--- src/ict_pkg.sv ---
package ict_pkg;

  localparam int WORD_W = 16;

  // opcode word field positions
  localparam int SRC_LSB = 8;
  localparam int AD_POS  = 7;
  localparam int AS_LSB  = 4;
  localparam int DST_LSB = 0;
  localparam int F2_LSB  = 7;

  // format selection
  localparam logic [3:0] FI_MIN_OP   = 4'h4;
  localparam logic [3:0] OP_DEC_ADD  = 4'ha;
  localparam logic [5:0] F2_PREFIX   = 6'h04;
  localparam logic [2:0] JUMP_PREFIX = 3'h1;
  localparam logic [3:0] PC_REG      = 4'h0;

  // single operand sub-opcodes
  localparam logic [2:0] F2_PUSH = 3'h4;
  localparam logic [2:0] F2_CALL = 3'h5;
  localparam logic [2:0] F2_IRTN = 3'h6;
  localparam logic [2:0] F2_ROT_MAX = 3'h3;

  // addressing modes
  localparam logic [1:0] MODE_REG  = 2'h0;
  localparam logic [1:0] MODE_IDX  = 2'h1;
  localparam logic [1:0] MODE_IND  = 2'h2;
  localparam logic [1:0] MODE_AINC = 2'h3;

  typedef enum logic [2:0] {CLS_REG, CLS_IDX, CLS_IND, CLS_AINC, CLS_IMM} ict_cls_type;
  typedef logic [3:0] ict_cyc_type;

  // cycle tables indexed by operand class
  localparam ict_cyc_type FI_REG_CYC [5] = '{4'h1, 4'h3, 4'h2, 4'h2, 4'h2};
  localparam ict_cyc_type FI_PC_CYC  [5] = '{4'h2, 4'h3, 4'h2, 4'h3, 4'h2};
  localparam ict_cyc_type FI_MEM_CYC [5] = '{4'h4, 4'h6, 4'h5, 4'h5, 4'h5};
  localparam ict_cyc_type F2_ROT_CYC [5] = '{4'h1, 4'h4, 4'h3, 4'h3, 4'h3};
  localparam ict_cyc_type F2_PUSH_CYC[5] = '{4'h3, 4'h5, 4'h4, 4'h4, 4'h4};
  localparam ict_cyc_type F2_CALL_CYC[5] = '{4'h4, 4'h5, 4'h4, 4'h5, 4'h5};

  localparam ict_cyc_type DEC_EXTRA  = 4'h1;
  localparam ict_cyc_type JUMP_CYC   = 4'h2;
  localparam ict_cyc_type IRTN_CYC   = 4'h5;
  localparam ict_cyc_type IRQ_CYC    = 4'h6;
  localparam ict_cyc_type UNDEF_CYC  = 4'h1;
  localparam ict_cyc_type CYC_ONE    = 4'h1;
  localparam logic [1:0]  WORDS_ONE  = 2'h1;

  typedef struct packed {
    logic [3:0] cycles;
    logic [1:0] words;
    logic       ainc;
    logic       illegal;
    logic [3:0] inc_reg;
  } ict_timing_type;

endpackage : ict_pkg

--- src/ict_sequencer.sv ---
`timescale 1ns/1ps
`default_nettype none
module ict_sequencer (
  // clock and reset
  input  wire logic                        core_clk,
  input  wire logic                        rstn,
  // program memory
  input  wire logic                        mem_valid,
  input  wire logic [ict_pkg::WORD_W-1:0]  mem_rdata,
  output logic                             fetch_req,
  // interrupt
  input  wire logic                        irq_pending,
  output logic                             irq_ack,
  output logic                             handler_start,
  // retirement
  output logic                             instr_done,
  output logic [ict_pkg::WORD_W-1:0]       done_op,
  output ict_pkg::ict_timing_type          done_timing,
  // register update
  output logic                             reg_inc,
  output logic [3:0]                       reg_inc_idx
);

  typedef enum logic [1:0] {S_FETCH, S_EXEC, S_IRQ} ict_state_type;

  ict_state_type                 state_q;
  ict_state_type                 state_d;
  ict_pkg::ict_timing_type       dec_t;
  ict_pkg::ict_timing_type       t_q;
  ict_pkg::ict_timing_type       cur_t;
  logic [ict_pkg::WORD_W-1:0]    op_q;
  logic [ict_pkg::WORD_W-1:0]    cur_op;
  logic [3:0]                    rem_q;
  logic [1:0]                    ext_q;
  logic                          fetch_req_q;
  logic                          fetch_req_d;
  logic                          take;
  logic                          op_take;
  logic                          ext_take;
  logic                          stall;
  logic                          fin;
  logic                          irq_last;
  logic                          instr_done_q;
  logic                          irq_ack_q;
  logic                          handler_start_q;
  logic                          reg_inc_q;
  logic [3:0]                    reg_inc_idx_q;
  logic [ict_pkg::WORD_W-1:0]    done_op_q;
  ict_pkg::ict_timing_type       done_timing_q;

  ict_decode u_decode (
    .op     (mem_rdata),
    .timing (dec_t)
  );

  // memory handshake
  assign take     = fetch_req_q && mem_valid;
  assign op_take  = (state_q == S_FETCH) && take;
  assign ext_take = (state_q == S_EXEC) && take;
  // a stalled extension fetch does not count, so the total stays exact
  assign stall    = fetch_req_q && !mem_valid;
  assign irq_last = (state_q == S_IRQ) && (rem_q == '0);

  assign cur_t  = op_take ? dec_t : t_q;
  assign cur_op = op_take ? mem_rdata : op_q;

  // last counted cycle of the instruction
  always_comb begin
    fin = 1'b0;
    if (op_take && dec_t.cycles == ict_pkg::CYC_ONE) begin
      fin = 1'b1;
    end else if (state_q == S_EXEC && !stall && rem_q == ict_pkg::CYC_ONE) begin
      fin = 1'b1;
    end
  end

  always_comb begin
    state_d = state_q;
    unique case (state_q)
      S_FETCH: begin
        if (op_take) begin
          state_d = S_EXEC;
        end
      end
      S_EXEC: begin
        state_d = S_EXEC;
      end
      S_IRQ: begin
        if (irq_last) begin
          state_d = S_FETCH;
        end
      end
    endcase
    // interrupts are accepted only between instructions
    if (fin) begin
      state_d = irq_pending ? S_IRQ : S_FETCH;
    end
  end

  always_ff @(posedge core_clk or negedge rstn) begin
    if (!rstn) begin
      state_q <= S_FETCH;
    end else begin
      state_q <= state_d;
    end
  end

  // remaining cycles
  always_ff @(posedge core_clk or negedge rstn) begin
    if (!rstn) begin
      rem_q <= '0;
    end else if (fin && irq_pending) begin
      rem_q <= ict_pkg::IRQ_CYC - ict_pkg::CYC_ONE;
    end else if (op_take) begin
      rem_q <= dec_t.cycles - ict_pkg::CYC_ONE;
    end else if (state_q == S_EXEC && !stall) begin
      rem_q <= rem_q - ict_pkg::CYC_ONE;
    end else if (state_q == S_IRQ && !irq_last) begin
      rem_q <= rem_q - ict_pkg::CYC_ONE;
    end
  end

  // extension words still owed by memory
  always_ff @(posedge core_clk or negedge rstn) begin
    if (!rstn) begin
      ext_q <= '0;
    end else if (op_take) begin
      ext_q <= dec_t.words - ict_pkg::WORDS_ONE;
    end else if (ext_take) begin
      ext_q <= ext_q - ict_pkg::WORDS_ONE;
    end
  end

  // fetch request
  always_comb begin
    fetch_req_d = fetch_req_q;
    unique case (state_q)
      S_FETCH: begin
        if (op_take) begin
          fetch_req_d = dec_t.words > ict_pkg::WORDS_ONE;
        end else begin
          fetch_req_d = 1'b1;
        end
      end
      S_EXEC: begin
        if (ext_take) begin
          fetch_req_d = ext_q > ict_pkg::WORDS_ONE;
        end
      end
      S_IRQ: begin
        fetch_req_d = irq_last;
      end
    endcase
    // next opcode fetch starts right after the last cycle unless an interrupt is pending
    if (fin) begin
      fetch_req_d = !irq_pending;
    end
  end

  always_ff @(posedge core_clk or negedge rstn) begin
    if (!rstn) begin
      fetch_req_q <= 1'b0;
    end else begin
      fetch_req_q <= fetch_req_d;
    end
  end

  // current instruction
  always_ff @(posedge core_clk or negedge rstn) begin
    if (!rstn) begin
      op_q <= '0;
      t_q  <= '0;
    end else if (op_take) begin
      op_q <= mem_rdata;
      t_q  <= dec_t;
    end
  end

  // retirement report
  always_ff @(posedge core_clk or negedge rstn) begin
    if (!rstn) begin
      instr_done_q  <= 1'b0;
      done_op_q     <= '0;
      done_timing_q <= '0;
    end else begin
      instr_done_q <= fin;
      if (fin) begin
        done_op_q     <= cur_op;
        done_timing_q <= cur_t;
      end
    end
  end

  // pointer register bump after an autoincrement operand
  always_ff @(posedge core_clk or negedge rstn) begin
    if (!rstn) begin
      reg_inc_q     <= 1'b0;
      reg_inc_idx_q <= '0;
    end else begin
      reg_inc_q <= fin && cur_t.ainc;
      if (fin) begin
        reg_inc_idx_q <= cur_t.inc_reg;
      end
    end
  end

  // interrupt entry
  always_ff @(posedge core_clk or negedge rstn) begin
    if (!rstn) begin
      irq_ack_q       <= 1'b0;
      handler_start_q <= 1'b0;
    end else begin
      irq_ack_q       <= fin && irq_pending;
      handler_start_q <= irq_last;
    end
  end

  assign fetch_req     = fetch_req_q;
  assign irq_ack       = irq_ack_q;
  assign handler_start = handler_start_q;
  assign instr_done    = instr_done_q;
  assign done_op       = done_op_q;
  assign done_timing   = done_timing_q;
  assign reg_inc       = reg_inc_q;
  assign reg_inc_idx   = reg_inc_idx_q;

  // helper counters, read only by the checks below
  logic [3:0] cyc_seen_q;
  logic [1:0] words_seen_q;

  always_ff @(posedge core_clk or negedge rstn) begin
    if (!rstn) begin
      cyc_seen_q   <= '0;
      words_seen_q <= '0;
    end else begin
      if (op_take) begin
        cyc_seen_q <= 4'h1;
      end else if (state_q == S_EXEC && !stall) begin
        cyc_seen_q <= 4'(cyc_seen_q + 4'h1);
      end
      if (op_take) begin
        words_seen_q <= 2'h1;
      end else if (ext_take) begin
        words_seen_q <= 2'(words_seen_q + 2'h1);
      end
    end
  end

  // fields of the retired word
  logic       d_f1;
  logic       d_f2;
  logic       d_jmp;
  logic       d_ad;
  logic [1:0] d_as;
  logic [2:0] d_sub;
  logic [3:0] d_src;
  logic [3:0] d_dst;

  assign d_f1  = done_op_q[15:12] >= ict_pkg::FI_MIN_OP;
  assign d_f2  = done_op_q[15:10] == ict_pkg::F2_PREFIX;
  assign d_jmp = done_op_q[15:13] == ict_pkg::JUMP_PREFIX;
  assign d_ad  = done_op_q[ict_pkg::AD_POS];
  assign d_as  = done_op_q[ict_pkg::AS_LSB +: 2];
  assign d_sub = done_op_q[ict_pkg::F2_LSB +: 3];
  assign d_src = done_op_q[ict_pkg::SRC_LSB +: 4];
  assign d_dst = done_op_q[ict_pkg::DST_LSB +: 4];
endmodule : ict_sequencer
`default_nettype wire

--- src/ict_decode.sv ---
`timescale 1ns/1ps
`default_nettype none
module ict_decode (
  // instruction word
  input  wire logic [ict_pkg::WORD_W-1:0] op,
  // timing result
  output ict_pkg::ict_timing_type          timing
);

  logic [3:0]           regn;
  logic [1:0]           mode;
  logic [2:0]           sub;
  logic                 is_f1;
  logic                 is_f2;
  logic                 is_jmp;
  logic                 ext_src;
  ict_pkg::ict_cls_type cls;

  always_comb begin
    is_f1  = op[15:12] >= ict_pkg::FI_MIN_OP;
    is_f2  = op[15:10] == ict_pkg::F2_PREFIX;
    is_jmp = op[15:13] == ict_pkg::JUMP_PREFIX;
    regn   = is_f1 ? op[ict_pkg::SRC_LSB +: 4] : op[ict_pkg::DST_LSB +: 4];
    mode   = op[ict_pkg::AS_LSB +: 2];
    sub    = op[ict_pkg::F2_LSB +: 3];
    unique case (mode)
      ict_pkg::MODE_REG:  cls = ict_pkg::CLS_REG;
      ict_pkg::MODE_IDX:  cls = ict_pkg::CLS_IDX;
      ict_pkg::MODE_IND:  cls = ict_pkg::CLS_IND;
      ict_pkg::MODE_AINC: cls = (regn == ict_pkg::PC_REG) ? ict_pkg::CLS_IMM : ict_pkg::CLS_AINC;
    endcase
    // extension words follow the opcode, one per indexed or immediate operand
    ext_src = (cls == ict_pkg::CLS_IDX) || (cls == ict_pkg::CLS_IMM);
    timing         = '0;
    timing.inc_reg = regn;
    timing.ainc    = cls == ict_pkg::CLS_AINC;
    if (is_f1) begin
      if (op[ict_pkg::AD_POS]) begin
        timing.cycles = ict_pkg::FI_MEM_CYC[cls];
      end else if (op[ict_pkg::DST_LSB +: 4] == ict_pkg::PC_REG) begin
        timing.cycles = ict_pkg::FI_PC_CYC[cls];
      end else begin
        timing.cycles = ict_pkg::FI_REG_CYC[cls];
      end
      if (op[15:12] == ict_pkg::OP_DEC_ADD) begin
        timing.cycles = timing.cycles + ict_pkg::DEC_EXTRA;
      end
      timing.words = ict_pkg::WORDS_ONE + 2'(ext_src) + 2'(op[ict_pkg::AD_POS]);
    end else if (is_f2) begin
      timing.words = ict_pkg::WORDS_ONE + 2'(ext_src);
      if (sub <= ict_pkg::F2_ROT_MAX) begin
        timing.cycles = ict_pkg::F2_ROT_CYC[cls];
      end else if (sub == ict_pkg::F2_PUSH) begin
        timing.cycles = ict_pkg::F2_PUSH_CYC[cls];
      end else if (sub == ict_pkg::F2_CALL) begin
        timing.cycles = ict_pkg::F2_CALL_CYC[cls];
      end else if (sub == ict_pkg::F2_IRTN) begin
        timing.cycles = ict_pkg::IRTN_CYC;
        timing.words  = ict_pkg::WORDS_ONE;
        timing.ainc   = 1'b0;
      end else begin
        timing.cycles  = ict_pkg::UNDEF_CYC;
        timing.words   = ict_pkg::WORDS_ONE;
        timing.ainc    = 1'b0;
        timing.illegal = 1'b1;
      end
    end else if (is_jmp) begin
      timing.cycles = ict_pkg::JUMP_CYC;
      timing.words  = ict_pkg::WORDS_ONE;
      timing.ainc   = 1'b0;
    end else begin
      // unassigned opcode space: retire in one cycle and flag it
      timing.cycles  = ict_pkg::UNDEF_CYC;
      timing.words   = ict_pkg::WORDS_ONE;
      timing.ainc    = 1'b0;
      timing.illegal = 1'b1;
    end
  end

endmodule : ict_decode
`default_nettype wire

--- config.mk ---
export PLATFORM = sky130hd
export DESIGN_NAME = ict_sequencer
export DESIGN_NICKNAME = d
export VERILOG_FILES = /design/src/ict_pkg.sv /design/src/ict_sequencer.sv /design/src/ict_decode.sv
export SDC_FILE = /design/constraint.sdc
export NUM_CORES = 1
export LEC_CHECK = 0
export CORE_UTILIZATION = 63
export DETAILED_ROUTE_END_ITERATION = 7
export DONT_BUFFER_PORTS = 1
export HOLD_SLACK_MARGIN = 0.02
export PLACE_DENSITY = 0.79
export SYNTH_ARGS = -nofsm -noshare
export SYNTH_HDL_FRONTEND = slang
export SYNTH_SLANG_ARGS = --single-unit
export TNS_END_PERCENT = 100
--- constraint.sdc ---
create_clock -name core_clk -period 2.9 [get_ports core_clk]
set_clock_uncertainty 0.15 [all_clocks]
set_input_delay 0.58 -clock core_clk [delete_from_list [all_inputs] [get_ports core_clk]]
set_output_delay 0.58 -clock core_clk [all_outputs]
set_load 0.01 [all_outputs]
==> results.txt <==
Critical Path Stages -> 13
MaxCap Viol Count -> 0
Slowest cell on the critical path -> or4_4
Post-route cell area -> 4110 um^2
Crit path largest cell delay -> 0.52 ns
Row count -> 26
Yosys reg bits -> 69
DRT antenna net count -> 0
Hold Slack -> 0.217 ns
CP arrival -> 3.32 ns
Die Ht -> 75.1 um
Chip width -> 75.1 um
Reg clk slew, reported paths -> 0.07 ns
FFs w/ async S/R, synth -> 100%
Sw frac -> 33.6%
Die area -> 5630 um^2
Max-slew headroom -> 65.2%
Final Net Count -> 381
CTS tree -> built
Worst path required time -> 2.99 ns
Largest net degree at the start of global routing -> 70
RSZ-0062 raised after global routing -> yes
I/O pin cnt -> 57
Peak VDD IR -> 0.740 mV
Cells after DPL -> 400
Fmax -> 310 MHz
Initial antenna violation count -> 0
Leakage -> 0.00197 uW
Crit Path Max Fanout -> 7
Ranking of synthesized cells by area -> dfrtp_1, mux2_2, nand2_1
Post-synth EDFFs -> 0
Crit Path Class -> in -> reg
Reg power frac -> 42.2%
Slew @ Worst Pin -> 0.519 ns
Yosys top cell area share -> 51.3%
CP Launch Type -> primary input
Clock power frac -> 23.8%
Final setup margin -> -0.331 ns
# diodes -> 0
Final Max Slew Viols -> 0
Initial Util -> 65.4%
Number of buffers added on ports -> 0
Setup Viol. Count Final -> 38
Sw Pwr -> 1400 uW
Layout Cells excl Fill -> 425
Crit end category -> flop
Critical-path cell list -> or4_4 > o31a_1 > o31ai_4 > ha_1 > a32oi_1 > nand3_1 > inv_2 > ha_4 > nand4_1 > o22ai_4 > buf_12 > clkbuf_16 > mux2_4
Synth Warn # -> 0
Syn_area_per_cell -> 10.3 um^2
Status -> finished with violations
CP bufs+invs -> 3
Combinational Power Share -> 34.0%
Synth Flop Type -> dfrtp_1
Pwr dens -> 1010 nW/um^2
First-pass GRT wire length -> 11800 um
Total power -> 4160 uW
H-tree levels -> 3
GRT Total Usage -> 28.7%
Setup TNS -> -10.87 ns
First drt pass iteration count -> 4
CTS Buf Count -> 9
Synthesized net count -> 359
Failing checks -> negative setup slack
Vias per inst -> 6.17
Internal Power -> 2760 uW
Final HPWL DP -> 5090 um
Area Growth Syn to Fin -> 22.3%
Syn Std Cell Area -> 3360 um^2
Part of the Yosys area used for sequential elements -> 51.3%
DRC viols -> 0
Root Buffer -> clkbuf_8
Deepest clock path buffer count -> 2
Netlist cell types -> 52
Gpl congestion -> 0.885
Share of post-route cells with drive strength above 1 -> 27.0%
Reg-to-reg startpoint -> state_q[0]$_DFFE_PN0P_
Placed Area -> 3560 um^2
Core area -> 5140 um^2
Grt ovf -> 0
Hold Path Stages -> 2
Latest clock arrival within the worst-skew pair -> 0.35 ns
Worst path top cell family by delay -> compound AO/OA/AOI/OAI gates
CP startpoint -> mem_rdata[0]
R2R depth -> 7
Fin crit period -> 3.23 ns
Initial DRC Count -> 175
Post-Route WL -> 8260 um
Post-synth top area cell -> dfrtp_1
Final hold violation count -> 0
Routed length per instance -> 19.4 um
Via count -> 2624
Post-Syn Instances -> 328
Hold path startpoint -> mem_rdata[11]
CTS Sinks -> 69
Tightest Hold Check Type -> in -> reg
Tcrit/Tclk final -> 111%
Vias in the first global route -> 2501
[cell families after synthesis]
group	count (synthesis)	synth area share (%)
mux	29	9.67
flops	69	51.3
compound gates	55	11.6
fa+ha+maj	11	4.09
simple gates	128	18.1
xor+xnor	3	0.781
buf+inv	33	4.43
[power by group through the flow]
| stage | clock (uW) | combinational (uW) | sequential [uW] |
|---|---|---|---|
| floorplan | 0 | 902 | 1660 |
| global placement | 0 | 1010 | 1730 |
| detailed placement | 0 | 1070 | 1750 |
| CTS | 994 | 1130 | 1740 |
| global route | 1040 | 1550 | 1800 |
| finish | 988 | 1410 | 1760 |
[worst reg2reg max path, cell delays in order, from the launching register on]
cell and delay, ns:
dfrtp_1 0.41, inv_1 0.09, ha_1 0.38, and3_1 0.38, buf_4 0.26, nand4_1 0.15, o21ai_0 0.27, nor4b_2 0.24
[timing repair]
action,in CTS,in global routing
resized for setup,6,39
hold buffers,2,0
pin swaps,2,3
endpoints found under the hold margin,69,0
setup endpoints to repair,38,38
setup buffers,3,3
gates cloned,0,2
[per-layer routing]
| layer | vias to the layer above | GRT usage [%] | routed length [um] | share of wire (%) |
|---|---|---|---|---|
| met4 | 0 | 9.43 | 210 | 2.5 |
| met3 | 22 | 9.24 | 647 | 7.8 |
| met1 | 1298 | 35.9 | 3240 | 39 |
| li1 | 1178 | - | - | - |
| met5 | - | 0 | 0 | 0 |
| met2 | 126 | 47.4 | 4170 | 50 |
[placed cells by master, fill, tap and decap left out, drive strengths merged, types with 3 or more instances in the layout]
| cell | instances |
|---|---|
| a21oi | 8 |
| a22o | 3 |
| a31oi | 5 |
| and2 | 5 |
| buf | 30 |
| bufinv | 3 |
| clkbuf | 13 |
| dfrtp | 69 |
| ha | 11 |
| inv | 11 |
| mux2 | 28 |
| nand2 | 72 |
| nand2b | 5 |
| nand3 | 7 |
| nand4 | 3 |
| nor2 | 15 |
| nor2b | 5 |
| nor3 | 3 |
| o21ai | 15 |
| o22ai | 3 |
| o31ai | 3 |
| xnor2 | 3 |
[sequential cells by signal, summed over array words and instances, names as in the netlist]
name and count:
reg_inc 1, done_timing 8, state_q 2, handler_start 1, irq_ack 1, fetch_req 1, done_op 16, rem_q 4
instr_done 1, op_q 16, ext_q 2, reg_inc_idx 4, t_q 12
[synth_stat cells, drive strengths merged, types with 2 or more instances]
cell and n:
a211oi 2, a21oi 8, a22o 3, a2bb2oi 2, a31oi 5, and2 5, and3 2, buf 8
clkbuf 14, dfrtp 69, ha 11, inv 11, mux2 28, nand2 72, nand2b 5, nand3 7
nand4 3, nor2 15, nor2b 5, nor3 3, nor3b 2, nor4b 2, o2111ai 2, o21a 2
o21ai 15, o22a 2, o22ai 3, o31a 2, o31ai 3, xnor2 3
[worst paths after layout]
path	to	slack [ns]
max	done_op[14]$_DFFE_PN0P_	-0.33
min	op_q[11]$_DFF_PN0_	0.22
max reg2reg	rem_q[3]$_DFFE_PN0P_	0.49
min reg2reg	op_q[5]$_DFF_PN0_	0.33
max in group asynchronous	done_op[6]$_DFFE_PN0P_	1.70
min in group asynchronous	instr_done$_DFF_PN0_	0.61
[stage by stage]
stage	setup WS [ns]	util [%]
2_1_floorplan	-0.662	-
3_3_place_gp	-0.653	69.2
3_5_place_dp	-0.708	69.2
4_1_cts	-0.314	75.7
5_1_grt	-0.479	80.0
6_report	-0.331	80.0
[final cells by class]
type                            instances  area (um^2)
Sequential cell                        69         1730
Clock buffer                           11          151
Fill cell                             298         1030
Timing Repair Buffer                   33          354
Inverter                               11         43.8
Clock inverter                          5          106
Tap cell                               70         87.6
Multi-Input combinational cell        226         1640
(Power assumes the default switching activity.)
